<file path="src/core/pob_pkg.sv">
package pob_pkg;

  // sample clock base and the phase shift window
  localparam int unsigned SYS_MHZ = 100;
  localparam int unsigned PH_MIN_MHZ = 20;
  localparam int unsigned PH_MAX_DIV = SYS_MHZ / PH_MIN_MHZ;

  // words allowed after the acknowledge drops, and words already on
  // their way before the drop is seen: two sync plus two output stages
  localparam logic [3:0] OVERRUN_WORDS = 4'h4;
  localparam logic [3:0] ACK_SLACK = 4'h4;

  localparam int unsigned ADDR_W = 8;
  localparam logic [7:0] REG_CTRL = 8'h00;
  localparam logic [7:0] REG_CFG = 8'h04;
  localparam logic [7:0] REG_DIV = 8'h08;
  localparam logic [7:0] REG_ROUTE = 8'h0C;
  localparam logic [7:0] REG_COUNT = 8'h10;
  localparam logic [7:0] REG_RETRIG = 8'h14;
  localparam logic [7:0] REG_STATUS = 8'h18;
  localparam logic [7:0] REG_REMAIN = 8'h1C;
  localparam logic [7:0] REG_LEVEL = 8'h20;

  localparam int unsigned CTRL_GO = 0;
  localparam int unsigned CTRL_SWTRIG = 1;
  localparam int unsigned CTRL_ABORT = 2;

  localparam int unsigned CFG_WIDTH_LSB = 0;
  localparam int unsigned CFG_HS_EN = 2;
  localparam int unsigned CFG_HS_MODE2 = 3;
  localparam int unsigned CFG_START_TRIG = 4;
  localparam int unsigned CFG_SRC_EXT = 5;
  localparam int unsigned CFG_TMODE_LSB = 6;
  localparam int unsigned CFG_FALLING = 8;
  localparam int unsigned CFG_CLK_EXT = 9;
  localparam int unsigned CFG_EXP_LSB = 10;
  localparam int unsigned CFG_PHASE_LSB = 12;

  localparam int unsigned RT_REQ_LSB = 0;
  localparam int unsigned RT_ACK_LSB = 4;
  localparam int unsigned RT_TRIG_LSB = 8;
  localparam int unsigned RT_GATE_LSB = 12;
  localparam int unsigned RT_PULSE_LSB = 16;
  localparam int unsigned RT_PULSE_EN = 19;

  localparam logic [31:0] CFG_RST = 32'h0000_0004;
  localparam logic [15:0] DIV_RST = 16'h0001;
  localparam logic [31:0] ROUTE_RST = 32'h0000_3210;
  localparam logic [31:0] COUNT_RST = 32'h0000_0000;
  localparam logic [15:0] RETRIG_RST = 16'h0001;

  localparam logic [2:0] LINE_SCLK = 3'h6;
  localparam logic [1:0] RESP_OKAY = 2'h0;
  localparam logic [1:0] RESP_SLVERR = 2'h2;

  typedef enum logic [1:0] {POB_W32, POB_W24, POB_W16, POB_W8} pob_width_t;
  typedef enum logic [1:0] {
    POB_TM_POST, POB_TM_GATED, POB_TM_RETRIG, POB_TM_RSVD
  } pob_tmode_t;
  typedef enum logic [1:0] {
    POB_EXP_NONE, POB_EXP_LINE6, POB_EXP_COAX, POB_EXP_RSVD
  } pob_export_t;

endpackage

</file>
<file path="src/core/pob_fifo.sv">
`timescale 1ns/10ps
module pob_fifo #(
  parameter int unsigned W = 32,
  parameter int unsigned DEPTH_LOG = 4
) (
  input wire logic i_clk,
  input wire logic i_sys_rst,
  input wire logic i_ce,
  input wire logic i_wr_en,
  input wire logic [W-1:0] i_wr_data,
  input wire logic i_rd_en,
  output logic [W-1:0] o_rd_data,
  output logic [DEPTH_LOG:0] o_count
);
  localparam int unsigned DEPTH = 1 << DEPTH_LOG;

  logic [W-1:0] mem_q [DEPTH];
  logic [DEPTH_LOG-1:0] wp_q;
  logic [DEPTH_LOG-1:0] rp_q;
  logic [DEPTH_LOG:0] count_q;
  logic [W-1:0] rd_data_q;

  // caller guarantees no write when full and no read when empty
  always_ff @(posedge i_clk) begin
    if (i_ce && i_wr_en) begin
      mem_q[wp_q] <= i_wr_data;
    end
  end

  always_ff @(posedge i_clk) begin
    if (i_sys_rst) begin
      wp_q <= '0;
      rp_q <= '0;
      count_q <= '0;
      rd_data_q <= '0;
    end else if (i_ce) begin
      if (i_wr_en) begin
        wp_q <= wp_q + 1'b1;
      end
      if (i_rd_en) begin
        rp_q <= rp_q + 1'b1;
        rd_data_q <= mem_q[rp_q];
      end
      case ({i_wr_en, i_rd_en})
        2'b10: count_q <= count_q + 1'b1;
        2'b01: count_q <= count_q - 1'b1;
        default: count_q <= count_q;
      endcase
    end
  end

  assign o_rd_data = rd_data_q;
  assign o_count = count_q;
endmodule

</file>
<file path="src/core/pob_engine.sv">
`timescale 1ns/10ps
module pob_engine
  import pob_pkg::*;
#(
  parameter int unsigned FIFO_LOG = 4,
  parameter int unsigned CNT_W = 32,
  parameter logic [1:0] ACK_CONFIRM = 2'h2
) (
  input wire logic i_clk,
  input wire logic i_sys_rst,
  input wire logic i_ce,
  input wire logic i_awvalid,
  output logic o_awready,
  input wire logic [ADDR_W-1:0] i_awaddr,
  input wire logic i_wvalid,
  output logic o_wready,
  input wire logic [31:0] i_wdata,
  input wire logic [3:0] i_wstrb,
  output logic o_bvalid,
  input wire logic i_bready,
  output logic [1:0] o_bresp,
  input wire logic i_arvalid,
  output logic o_arready,
  input wire logic [ADDR_W-1:0] i_araddr,
  output logic o_rvalid,
  input wire logic i_rready,
  output logic [31:0] o_rdata,
  output logic [1:0] o_rresp,
  input wire logic i_dma_valid,
  input wire logic [31:0] i_dma_data,
  output logic o_dma_ready,
  input wire logic [7:0] i_fl_in,
  output logic [7:0] o_fl_out,
  output logic [7:0] o_fl_oe,
  output logic [31:0] o_data,
  output logic o_sclk,
  output logic o_coax_clk
);
  localparam int unsigned DEPTH = 1 << FIFO_LOG;

  typedef enum logic [1:0] {ST_IDLE, ST_ARM, ST_RUN} pob_state_t;

  function automatic logic [31:0] merge(input logic [31:0] old,
                                        input logic [31:0] wd,
                                        input logic [3:0] ws);
    logic [31:0] r;
    r = old;
    for (int b = 0; b < 4; b++) begin
      if (ws[b]) begin
        r[8*b +: 8] = wd[8*b +: 8];
      end
    end
    return r;
  endfunction

  function automatic logic [31:0] width_mask(input pob_width_t w);
    case (w)
      POB_W32: return 32'hFFFF_FFFF;
      POB_W24: return 32'h00FF_FFFF;
      POB_W16: return 32'h0000_FFFF;
      default: return 32'h0000_00FF;
    endcase
  endfunction

  // bus slave
  logic awready_q, wready_q, bvalid_q, arready_q, rvalid_q;
  logic aw_got_q, w_got_q;
  logic [ADDR_W-1:0] waddr_q;
  logic [31:0] wdata_q, rdata_q;
  logic [3:0] wstrb_q;
  logic [1:0] bresp_q, rresp_q;
  logic wr_fire, w_mapped, r_mapped;
  logic [31:0] rd_mux;

  // registers and engine state
  logic [31:0] cfg_q, lcfg_q, route_q;
  logic [15:0] div_q, retrig_q, trig_left_q, div_cnt_q;
  logic [CNT_W-1:0] count_q, remain_q;
  pob_state_t state_q;
  logic done_q;
  logic [7:0] fl_s1_q, fl_s2_q, fl_s3_q;
  logic [7:0] ext_cnt_q, ext_per_q;
  logic [3:0] credit_q;
  logic [1:0] ack_cnt_q;
  logic bursting_q, send_d1_q, sclk_q, coax_q, sw_pulse_q, dma_ready_q;
  logic [2:0] sclk_dly_q;
  logic [31:0] data_q;
  logic [7:0] fl_out_q, fl_oe_q, fl_out_d, fl_oe_d;

  logic cmd_go, cmd_swtrig, cmd_abort;
  logic [2:0] rt_req, rt_ack, rt_trig, rt_gate, rt_pulse;
  logic hs_en, mode2, start_trig, src_ext, falling, clk_ext;
  pob_tmode_t tmode;
  pob_export_t exp_sel;
  logic [1:0] phase;
  logic ack_s, gate_lvl, ext_edge, trig_hit, tick_int, tick_ext, tick;
  logic gate_ok, start_ok, hs_grant, send, req_d, phase_ok, exp_clk;
  logic fifo_empty, fifo_wr;
  logic [3:0] sclk_pipe;
  logic [31:0] fifo_rd;
  logic [FIFO_LOG:0] fifo_count;

  assign wr_fire = aw_got_q && w_got_q && !bvalid_q;
  assign w_mapped = waddr_q inside {REG_CTRL, REG_CFG, REG_DIV, REG_ROUTE,
                    REG_COUNT, REG_RETRIG, REG_STATUS, REG_REMAIN, REG_LEVEL};
  assign r_mapped = i_araddr inside {REG_CTRL, REG_CFG, REG_DIV, REG_ROUTE,
                    REG_COUNT, REG_RETRIG, REG_STATUS, REG_REMAIN, REG_LEVEL};
  assign cmd_go = wr_fire && waddr_q == REG_CTRL && wstrb_q[0] &&
                  wdata_q[CTRL_GO];
  assign cmd_swtrig = wr_fire && waddr_q == REG_CTRL && wstrb_q[0] &&
                      wdata_q[CTRL_SWTRIG];
  assign cmd_abort = wr_fire && waddr_q == REG_CTRL && wstrb_q[0] &&
                     wdata_q[CTRL_ABORT];

  // address and data may arrive in either order
  always_ff @(posedge i_clk) begin
    if (i_sys_rst) begin
      awready_q <= 1'b1;
      wready_q <= 1'b1;
      bvalid_q <= 1'b0;
      bresp_q <= RESP_OKAY;
      aw_got_q <= 1'b0;
      w_got_q <= 1'b0;
      waddr_q <= '0;
      wdata_q <= '0;
      wstrb_q <= '0;
    end else if (i_ce) begin
      if (i_awvalid && awready_q) begin
        waddr_q <= i_awaddr;
        aw_got_q <= 1'b1;
        awready_q <= 1'b0;
      end
      if (i_wvalid && wready_q) begin
        wdata_q <= i_wdata;
        wstrb_q <= i_wstrb;
        w_got_q <= 1'b1;
        wready_q <= 1'b0;
      end
      if (wr_fire) begin
        bvalid_q <= 1'b1;
        bresp_q <= w_mapped ? RESP_OKAY : RESP_SLVERR;
        aw_got_q <= 1'b0;
        w_got_q <= 1'b0;
      end
      if (bvalid_q && i_bready) begin
        bvalid_q <= 1'b0;
        awready_q <= 1'b1;
        wready_q <= 1'b1;
      end
    end
  end

  always_comb begin
    rd_mux = 32'h0000_0000;
    case (i_araddr)
      REG_CFG: rd_mux = cfg_q;
      REG_DIV: rd_mux = {16'h0000, div_q};
      REG_ROUTE: rd_mux = route_q;
      REG_COUNT: rd_mux = 32'(count_q);
      REG_RETRIG: rd_mux = {16'h0000, retrig_q};
      REG_STATUS: rd_mux = {25'h0, ack_s, req_d, done_q, fifo_empty,
                            tmode == POB_TM_GATED && !gate_lvl,
                            state_q == ST_ARM, state_q != ST_IDLE};
      REG_REMAIN: rd_mux = 32'(remain_q);
      REG_LEVEL: rd_mux = 32'(fifo_count);
      default: rd_mux = 32'h0000_0000;
    endcase
  end

  always_ff @(posedge i_clk) begin
    if (i_sys_rst) begin
      arready_q <= 1'b1;
      rvalid_q <= 1'b0;
      rdata_q <= '0;
      rresp_q <= RESP_OKAY;
    end else if (i_ce) begin
      if (i_arvalid && arready_q) begin
        rdata_q <= rd_mux;
        rresp_q <= r_mapped ? RESP_OKAY : RESP_SLVERR;
        rvalid_q <= 1'b1;
        arready_q <= 1'b0;
      end else if (rvalid_q && i_rready) begin
        rvalid_q <= 1'b0;
        arready_q <= 1'b1;
      end
    end
  end

  always_ff @(posedge i_clk) begin
    if (i_sys_rst) begin
      cfg_q <= CFG_RST;
      div_q <= DIV_RST;
      route_q <= ROUTE_RST;
      count_q <= CNT_W'(COUNT_RST);
      retrig_q <= RETRIG_RST;
    end else if (i_ce && wr_fire) begin
      case (waddr_q)
        REG_CFG: cfg_q <= merge(cfg_q, wdata_q, wstrb_q);
        REG_DIV: div_q <= 16'(merge({16'h0000, div_q}, wdata_q, wstrb_q));
        REG_ROUTE: route_q <= merge(route_q, wdata_q, wstrb_q);
        REG_COUNT: count_q <= CNT_W'(merge(32'(count_q), wdata_q, wstrb_q));
        REG_RETRIG:
          retrig_q <= 16'(merge({16'h0000, retrig_q}, wdata_q, wstrb_q));
        default: cfg_q <= cfg_q;
      endcase
    end
  end

  // live routing, latched run configuration
  assign rt_req = route_q[RT_REQ_LSB +: 3];
  assign rt_ack = route_q[RT_ACK_LSB +: 3];
  assign rt_trig = route_q[RT_TRIG_LSB +: 3];
  assign rt_gate = route_q[RT_GATE_LSB +: 3];
  assign rt_pulse = route_q[RT_PULSE_LSB +: 3];
  assign hs_en = lcfg_q[CFG_HS_EN];
  assign mode2 = lcfg_q[CFG_HS_MODE2];
  assign start_trig = lcfg_q[CFG_START_TRIG];
  assign src_ext = lcfg_q[CFG_SRC_EXT];
  assign tmode = pob_tmode_t'(lcfg_q[CFG_TMODE_LSB +: 2]);
  assign falling = lcfg_q[CFG_FALLING];
  assign clk_ext = lcfg_q[CFG_CLK_EXT];
  assign exp_sel = pob_export_t'(lcfg_q[CFG_EXP_LSB +: 2]);
  assign phase = lcfg_q[CFG_PHASE_LSB +: 2];

  always_ff @(posedge i_clk) begin
    if (i_sys_rst) begin
      fl_s1_q <= '0;
      fl_s2_q <= '0;
      fl_s3_q <= '0;
    end else if (i_ce) begin
      fl_s1_q <= i_fl_in;
      fl_s2_q <= fl_s1_q;
      fl_s3_q <= fl_s2_q;
    end
  end

  assign ack_s = fl_s2_q[rt_ack];
  assign gate_lvl = fl_s2_q[rt_gate];
  assign ext_edge = falling ? (fl_s3_q[rt_trig] && !fl_s2_q[rt_trig]) :
                    (fl_s2_q[rt_trig] && !fl_s3_q[rt_trig]);
  assign trig_hit = src_ext ? ext_edge : cmd_swtrig;
  assign tick_ext = fl_s2_q[LINE_SCLK] && !fl_s3_q[LINE_SCLK];
  assign tick_int = div_cnt_q + 16'h0001 >= div_q; // n = 0 acts as 1
  assign tick = clk_ext ? tick_ext : tick_int;
  assign fifo_empty = fifo_count == '0;
  assign gate_ok = tmode != POB_TM_GATED || gate_lvl;
  assign start_ok = mode2 ? ack_cnt_q == ACK_CONFIRM : ack_s;
  assign hs_grant = !hs_en ||
                    (bursting_q ? (ack_s || credit_q != 4'h0) : start_ok);
  assign send = state_q == ST_RUN && tick && !fifo_empty &&
                remain_q != '0 && gate_ok && hs_grant;
  assign req_d = state_q != ST_IDLE && !fifo_empty;

  // divide the 100 MHz clock by n
  always_ff @(posedge i_clk) begin
    if (i_sys_rst) begin
      div_cnt_q <= '0;
    end else if (i_ce) begin
      div_cnt_q <= tick_int ? 16'h0000 : div_cnt_q + 16'h0001;
    end
  end

  // external clock period, to judge the phase shift window
  always_ff @(posedge i_clk) begin
    if (i_sys_rst) begin
      ext_cnt_q <= '0;
      ext_per_q <= '0;
    end else if (i_ce) begin
      if (tick_ext) begin
        ext_per_q <= ext_cnt_q + 8'h01;
        ext_cnt_q <= 8'h00;
      end else if (ext_cnt_q != 8'hFF) begin
        ext_cnt_q <= ext_cnt_q + 8'h01;
      end
    end
  end

  always_ff @(posedge i_clk) begin
    if (i_sys_rst) begin
      state_q <= ST_IDLE;
      lcfg_q <= CFG_RST;
      remain_q <= '0;
      trig_left_q <= '0;
      done_q <= 1'b0;
    end else if (i_ce) begin
      case (state_q)
        ST_IDLE: begin
          if (cmd_go) begin
            lcfg_q <= cfg_q;
            remain_q <= count_q;
            trig_left_q <= retrig_q == '0 ? 16'h0000 : retrig_q - 16'h0001;
            done_q <= 1'b0;
            if (cfg_q[CFG_START_TRIG] &&
                cfg_q[CFG_TMODE_LSB +: 2] != POB_TM_GATED) begin
              state_q <= ST_ARM;
            end else begin
              state_q <= ST_RUN;
            end
          end
        end
        ST_ARM: begin
          if (trig_hit) begin
            state_q <= ST_RUN;
          end
        end
        ST_RUN: begin
          if (remain_q == '0 || (send && remain_q == CNT_W'(1))) begin
            if (tmode == POB_TM_RETRIG && trig_left_q != '0) begin
              trig_left_q <= trig_left_q - 16'h0001;
              remain_q <= count_q;
              state_q <= ST_ARM;
            end else begin
              state_q <= ST_IDLE;
              done_q <= 1'b1;
              remain_q <= '0;
            end
          end else if (send) begin
            remain_q <= remain_q - CNT_W'(1);
          end
        end
        default: state_q <= ST_IDLE;
      endcase
      if (cmd_abort) begin
        state_q <= ST_IDLE;
      end
    end
  end

  // sync latency is charged against the four-word overrun
  always_ff @(posedge i_clk) begin
    if (i_sys_rst) begin
      credit_q <= '0;
      ack_cnt_q <= '0;
      bursting_q <= 1'b0;
    end else if (i_ce) begin
      if (ack_s) begin
        credit_q <= OVERRUN_WORDS - ACK_SLACK;
      end else if (send && credit_q != 4'h0) begin
        credit_q <= credit_q - 4'h1;
      end
      if (!ack_s) begin
        ack_cnt_q <= '0;
      end else if (ack_cnt_q != ACK_CONFIRM) begin
        ack_cnt_q <= ack_cnt_q + 2'h1;
      end
      if (state_q != ST_RUN || fifo_empty || (!ack_s && credit_q == 4'h0)) begin
        bursting_q <= 1'b0;
      end else if (send) begin
        bursting_q <= 1'b1;
      end
    end
  end

  assign fifo_wr = i_dma_valid && dma_ready_q;

  pob_fifo #(
    .W(32),
    .DEPTH_LOG(FIFO_LOG)
  ) u_fifo (
    .i_clk(i_clk),
    .i_sys_rst(i_sys_rst),
    .i_ce(i_ce),
    .i_wr_en(fifo_wr),
    .i_wr_data(i_dma_data),
    .i_rd_en(send),
    .o_rd_data(fifo_rd),
    .o_count(fifo_count)
  );

  // data held between words, so a pause freezes the pins
  always_ff @(posedge i_clk) begin
    if (i_sys_rst) begin
      dma_ready_q <= 1'b0;
      send_d1_q <= 1'b0;
      data_q <= '0;
      sclk_q <= 1'b0;
      sclk_dly_q <= '0;
      sw_pulse_q <= 1'b0;
    end else if (i_ce) begin
      dma_ready_q <= fifo_count <= (FIFO_LOG+1)'(DEPTH - 2);
      send_d1_q <= send;
      if (send_d1_q) begin
        data_q <= fifo_rd & width_mask(pob_width_t'(lcfg_q[1:0]));
      end
      sclk_q <= send_d1_q;
      sclk_dly_q <= sclk_pipe[2:0];
      sw_pulse_q <= cmd_swtrig;
    end
  end

  assign sclk_pipe = {sclk_dly_q, sclk_q};
  assign phase_ok = clk_ext ?
                    (ext_per_q != 8'h00 && ext_per_q <= 8'(PH_MAX_DIV)) :
                    (div_q <= 16'(PH_MAX_DIV));
  assign exp_clk = phase_ok ? sclk_pipe[phase] : sclk_q;

  // later entries win where two functions share a line
  always_comb begin
    fl_out_d = 8'h00;
    fl_oe_d = 8'h00;
    if (route_q[RT_PULSE_EN]) begin
      fl_out_d[rt_pulse] = sw_pulse_q;
      fl_oe_d[rt_pulse] = 1'b1;
    end
    if (exp_sel == POB_EXP_LINE6) begin
      fl_out_d[LINE_SCLK] = exp_clk;
      fl_oe_d[LINE_SCLK] = 1'b1;
    end
    if (hs_en) begin
      fl_out_d[rt_req] = req_d;
      fl_oe_d[rt_req] = 1'b1;
    end
  end

  always_ff @(posedge i_clk) begin
    if (i_sys_rst) begin
      fl_out_q <= '0;
      fl_oe_q <= '0;
      coax_q <= 1'b0;
    end else if (i_ce) begin
      fl_out_q <= fl_out_d;
      fl_oe_q <= fl_oe_d;
      coax_q <= exp_sel == POB_EXP_COAX && exp_clk;
    end
  end

  assign o_awready = awready_q;
  assign o_wready = wready_q;
  assign o_bvalid = bvalid_q;
  assign o_bresp = bresp_q;
  assign o_arready = arready_q;
  assign o_rvalid = rvalid_q;
  assign o_rdata = rdata_q;
  assign o_rresp = rresp_q;
  assign o_dma_ready = dma_ready_q;
  assign o_fl_out = fl_out_q;
  assign o_fl_oe = fl_oe_q;
  assign o_data = data_q;
  assign o_sclk = sclk_q;
  assign o_coax_clk = coax_q;
endmodule

</file>
<file path="config.mk">
export PLATFORM = sky130hd
export DESIGN_NAME = pob_engine
export DESIGN_NICKNAME = d
export VERILOG_FILES = /design/src/core/pob_pkg.sv /design/src/core/pob_fifo.sv /design/src/core/pob_engine.sv
export SDC_FILE = /design/constraint.sdc
export NUM_CORES = 2
export LEC_CHECK = 0
export BUFFER_PORTS_ARGS = -buffer_cell sky130_fd_sc_hd__buf_4
export CELL_PAD_IN_SITES_DETAIL_PLACEMENT = 1
export CELL_PAD_IN_SITES_GLOBAL_PLACEMENT = 2
export CORE_ASPECT_RATIO = 1.75
export CORE_MARGIN = 4
export CORE_UTILIZATION = 43
export CTS_CLUSTER_DIAMETER = 80
export CTS_CLUSTER_SIZE = 30
export DETAILED_ROUTE_END_ITERATION = 8
export PLACE_DENSITY = 0.92
export SYNTH_ARGS = -nofsm -noshare
export SYNTH_HDL_FRONTEND = slang
export SYNTH_HIERARCHICAL = 1
export SYNTH_SLANG_ARGS = --single-unit
export TNS_END_PERCENT = 100
</file>
<file path="constraint.sdc">
create_clock -name i_clk -period 5.35 [get_ports i_clk]
set_input_delay 0.8025 -clock i_clk [delete_from_list [all_inputs] [get_ports i_clk]]
set_output_delay 0.8025 -clock i_clk [all_outputs]
set_load 0.02 [all_outputs]
</file>
Word level (Yosys, flattened, before mapping):

Memory sizes are Yosys's and may differ from the RTL's. A register that Yosys moved wholly into a read port is not among the register bits.
Cells that the tools add are included.

* $add $sub $neg: 11
* magnitude comparators: 12
* eq/ne operators: 42
* multiplexer cells: 82
* bitwise logic cells: 3
* reductions and logical operators: 114

Operators by type and width (number)
* $pmux 32 s8: 1
* $mux 32: 7
* $pmux 32 s3: 1
* $mux 16: 5
* $eq 8x5->1 const B: 8
* $pmux 32 s2: 1
* $reduce_and 3->1: 17
* $mux 8: 6
* $mux 1: 38
* $reduce_and 2->1: 19
* $logic_and 1x1->1: 34
* $and 32x32->32: 1
* $eq 32x1->1 const B: 1
* $eq 8x4->1 const B: 4
* $logic_not 32->1: 1
* $pmux 16 s2: 1
* $reduce_bool 32->1: 1
* $sub 16x1->16 const B: 2
* $sub 32x1->32 const B: 1
* $reduce_bool 2->1: 12
* $lt 3x4->1 const B: 5
* $mux 2: 9
* $reduce_bool 9->1: 2
* $add 16x1->16 const B: 1
* other kinds (43): 86

* register bits after elaboration: 412
* RAM bits: 512
* output and inout port bits: 92
* word-level logic and storage cells: 320
* memories: 1

Memory list
* u_fifo.mem_q: words 16, bits a word 32, read ports 1, clocked after memory_dff 1, write ports 1, line pob_fifo.sv:17 `logic [W-1:0] mem_q [DEPTH];`

Logic depth before layout (Yosys ltp):

* word-level depth: 13
* mapped depth: 21
* gate-level depth less buffers: 20

Hierarchy:

The synthesis kept the hierarchy.

By module, submodules not included
* pob_fifo: times used 1, cells each 1036, area an instance 21429.3 um2, sequential area each 16275.6 um2
* pob_engine: times used 1, cells each 2171, area an instance 18179.9 um2, sequential area each 7927.6 um2

Least setup slack after synthesis:

OpenSTA, ideal clock, no wires.

* path type: reg2reg
* start: register div_cnt_q[0]
* end: register u_fifo.count_q[4], in the netlist u_fifo/o_count[4]
* library setup time: 0.121 ns
* data arrival time: 4.686 ns
* required time: 5.229 ns
* setup slack: 0.543 ns
* cell stages (with the launch flop): 22
* path buffers: 1
* clock period less this slack: 4.807 ns
* cell sequence: dfxtp_1 -> ha_1 -> and3_1 -> and3_1 -> and3_1 -> and3_1 -> nand3_1 -> xnor2_1 -> ha_1 -> nand2_1 -> o21ai_0 -> a2111oi_0 -> nand3_1 -> and3_1 -> ha_1 -> clkbuf_1 -> xor2_1 -> ha_1 -> or3b_2 -> a21oi_1 -> o21ai_1 -> mux2_2

* longest elaborated chain between the ends: 11

RTL lines
* start: declaration: line pob_engine.sv:77 `logic [15:0] div_q, retrig_q, trig_left_q, div_cnt_q;`
* start signal: assignment: line pob_engine.sv:259 `div_cnt_q <= tick_int ? 16'h0000 : div_cnt_q + 16'h0001;`
* $add 16x1->16 *: line pob_engine.sv:243 `assign tick_int = div_cnt_q + 16'h0001 >= div_q;`
* $ge 16x16->1 *: line pob_engine.sv:243
* $mux 1 *: line pob_engine.sv:244 `assign tick = clk_ext ? tick_ext : tick_int;`
* $logic_and 1x1->1 * (3 in a row): line pob_engine.sv:250 `assign send = state_q == ST_RUN && tick && !fifo_empty &&`
* $logic_and 1x1->1 * (2 in a row): line pob_engine.sv:251 `remain_q != '0 && gate_ok && hs_grant;`
* via send: line pob_engine.sv:97 `logic gate_ok, start_ok, hs_grant, send, req_d, phase_ok, exp_clk;`
* $eq 2x2->1 or $eq 2x1->1 (tied branches): line pob_fifo.sv:44 `case ({i_wr_en, i_rd_en})`
* $reduce_bool 2->1 (no source line)
* $reduce_and 2->1 (no source line)
* end signal: assignment: line pob_fifo.sv:45 `2'b10: count_q <= count_q + 1'b1;`
* end signal: assignment: line pob_fifo.sv:46 `2'b01: count_q <= count_q - 1'b1;`
* end signal: assignment: line pob_fifo.sv:47 `default: count_q <= count_q;`
* end: declaration: line pob_fifo.sv:20 `logic [DEPTH_LOG:0] count_q;`

Mark *: on every way through the listed nets, which the timed path passes. The rest lies on a longest branch.
A chain may end at the register's enable or synchronous reset.

Worst setup path after layout:

Ends and elaborated chain as after synthesis.

==> metrics.md <==
| Metric | Value |
|---|---|
| Outcome | `finished clean` |
| Count leader, synth | `edfxtp_1` |
| CP delay by family, top | `simple AND/OR/NAND/NOR gates` |
| Worst Hold Class | `in -> reg` |
| Max clock buf depth | `3` |
| Final net count | `3441` |
| Sequential area share after synthesis | `61.1%` |
| Clk pwr share | `31.0%` |
| Slew Limit Fails | `0` |
| Final setup TNS | `0 ps` |
| Setup Viol. Count Final | `0` |
| RSZ-0062 raised after global routing | `no` |
| Slew HR | `23.7%` |
| Max Cap Viol | `0` |
| Power density over cell area | `271 nW/µm²` |
| Sequential power share | `65.9%` |
| Final Hold Viols | `0` |
| Crit share post-route | `93.6%` |
| Hold_buf cts | `0` |
| Detail Placement HPWL | `81.4 mm` |
| Final Util | `47.5%` |
| Post-synth EDFFs | `512` |
| # rows | `147` |
| Switching share of power | `21.7%` |
| # IOs | `193` |
| Global-route wire length before repair | `178 mm` |
| Largest net degree at the start of global routing | `130` |
| Residual DRC count | `0` |
| Leak pwr | `15.0 nW` |
| Avg WL per Cell | `26.3 µm` |
| TritonCTS clock tree | `yes` |
| Gr ovfl total | `0` |
| Clk_lat worst skew | `630 ps` |
| CP peak stage delay | `470 ps` |
| Crit path max-delay cell type | `or3b_2` |
| Setup crit start kind | `flop` |
| Worst VDD drop | `0.390 mV` |
| Worst-path maximum fanout | `5` |
| Die area | `97200 µm²` |
| Top post-synthesis cells by area | `edfxtp_1, dfxtp_1, mux2i_1, mux4_1, nor2_1` |
| Register area | `24200 µm²` |
| Layout cells sized above 1 | `13.4%` |
| Crit path kind | `reg -> reg` |
| Max frequency | `200 MHz` |
| Clock skew | `31.1 ps` |
| Buffers & Inverters on Critical Path | `0` |
| Clk slew on worst S/H paths | `120 ps` |
| All-Layer GR Usage | `23.8%` |
| Internal power | `0.00925 W` |
| Clk sinks | `953` |
| Antenna violations before repair | `3` |
| Setup bufs post-CTS | `0` |
| Top-area cell type share of the netlist area | `38.8%` |
| Hold_ws | `414 ps` |
| Combinational share of power | `3.1%` |
| Syn Inst Count | `3207` |
| Buffers on Ports | `190` |
| Gp weighted congestion | `0.914` |
| Die extent in y | `409 µm` |
| Synthesized flop and latch total | `953` |
| Mean Syn Cell Area | `12.4 µm²` |
| Switching power | `0.00256 W` |
| Area Growth Syn to Fin | `9.90%` |
| First-pass detailed-route iteration total | `8` |
| Top post-synthesis cells by count | `edfxtp_1, dfxtp_1, nor2_1` |
| Starting Density | `43.2%` |
| TritonCTS buffer count | `38` |
| Final min period | `5010 ps` |
| Routed vias/inst | `5.98` |
| Tightest Pin Transition | `1140 ps` |
| Clk root buf | `clkbuf_16` |
| Via count | `27027` |
| CP cell instances | `ha_1, and3_1, and3_1, and3_1, and3_2, nand3_1, xnor2_1, ha_1, nand2_1, o21ai_0, a2111oi_2, nand3_2, and3_1, ha_1, xor2_1, ha_1, or3b_2, a21oi_1, o21ai_1, mux2_2` |
| Required time of the critical path | `5870 ps` |
| Core area | `91600 µm²` |
| Number of fill cells in the layout | `9580` |
| H-tree Lvls | `2` |
| Synth unique cells | `80` |
| DRT iter0 DRCs | `2103` |
| Synthesized area | `39600 µm²` |
| Asr flop ratio synth | `0%` |
| Synth Warn # | `6` |
| Synth Flop Type | `edfxtp_1` |
| Post-route ant nets | `0` |
| Largest area contributor in the netlist | `edfxtp_1` |
| Chip Width | `237 µm` |
| CP endpoint kind | `flop` |
| Vias in the first global route | `28511` |
| Multi-input gate area | `14500 µm²` |
| Critical path data arrival time | `5530 ps` |
| Total Wirelength | `119 mm` |
[cells in the final DEF (no fill, tap or decap), types with 13 or more instances in the layout]
cell	count
o22ai_1	16
a22oi_2	13
mux2i_1	235
buf_4	254
nand2b_1	13
clkbuf_1	18
nor2_1	335
o21ai_0	92
nand3_1	49
a222oi_1	31
ha_1	34
nand2_1	307
nor3b_1	16
dfxtp_1	438
mux2_2	36
mux4_2	46
xnor2_1	20
nor4_1	21
inv_1	57
xor2_1	25
clkbuf_16	39
a31oi_1	25
a221oi_1	39
a22oi_1	62
nor3_1	55
edfxtp_1	512
mux4_1	54
a21oi_1	216
nand3b_1	15
a211oi_1	25
nor2b_1	14
and3_1	20
[cells by family (layout without fill, tap and decap cells)]
kind of cell	count (synthesis)	in the layout	share of synthesized area, %
other cells	1	3	0.00947
simple gates	937	937	10.7
compound gates	607	607	10.1
buf+inv	258	378	2.79
flops	953	953	61.1
mux	372	372	13.2
fa+ha+maj	34	34	1.07
xor+xnor	45	45	0.995
[registers in the layout, indices dropped and copies added, names as in the netlist, 13 cells and up]
name	count
remain_q	32
o_rdata	32
o_data	32
retrig_q	16
trig_left_q	16
wdata_q	32
u_fifo/mem_q	512
u_fifo/o_rd_data	32
cfg_q	32
lcfg_q	13
count_q	32
div_q	16
div_cnt_q	16
route_q	32
[power by group through the flow]
stage,sequential [W],combinational [W],clock [W]
2_1_floorplan,0.00793,0.000164,0
3_3_place_gp,0.00794,0.000351,0
3_5_place_dp,0.00794,0.000364,0
4_1_cts,0.00778,0.000364,0.00378
5_1_grt,0.00779,0.000397,0.00406
6_report,0.00778,0.000361,0.00367
[path summary, 6_finish.rpt]
kind | endpoint | cells past startpoint | slack (ps) | start
min | wdata_q[3]$_SDFFE_PP0P_ | 3 | 410 | i_wdata[3]
max | u_fifo/o_count[4]$_SDFFE_PP0P_ | 20 | 340 | div_cnt_q[0]$_SDFFE_PP0P_
max reg2reg | u_fifo/o_count[4]$_SDFFE_PP0P_ | 20 | 340 | div_cnt_q[0]$_SDFFE_PP0P_
min reg2reg | o_data[18]$_SDFFE_PP0P_ | 2 | 460 | o_data[18]$_SDFFE_PP0P_
[area by class of cell]
cell class	count	share of cell area, %
repair buffers	259	4.60
inverters	57	0.492
clock buffers	57	2.40
multi-input cells	1997	33.3
flip-flops and latches	953	55.6
clock inverters	5	0.178
diodes	1	0.00575
well taps	1192	3.43
[worst min-delay path: cells and delay by family]
kind | cells | cell delay (ps)
buffers and inverters | 1 | 110
and+or+nand+nor | 1 | 50
AOI/OAI and AO/OA | 1 | 50
[layer usage]
| layer | global-route usage [%] | vias to the layer above | part of all wire [%] |
|---|---|---|---|
| met3 | 3.26 | 215 | 5.1 |
| met4 | 9.16 | 4 | 4.1 |
| met5 | 0 | - | 0.026 |
| met2 | 44.4 | 842 | 54 |
| met1 | 27.6 | 13788 | 37 |
| li1 | - | 12178 | - |
[what timing repair did]
action / CTS / global route
setup endpoints to repair: 0 / 18
hold endpoints to repair: 0 / 0
gates resized for setup: 0 / 5
[stage by stage]
step / total power [W] / worst slack, ps / instances / instance area [µm²]
3_3_place_gp: 0.00829 / 275 / 4458 / 42400
5_1_grt: 0.0122 / 53.2 / 4520 / 43500
6_report: 0.0118 / 340 / 4521 / 43500
2_1_floorplan: 0.00809 / 543 / 3208 / 39600
4_1_cts: 0.0119 / 91.6 / 4520 / 43500
3_5_place_dp: 0.00831 / 128 / 4458 / 42400
Power figures use the tool's default switching activity.
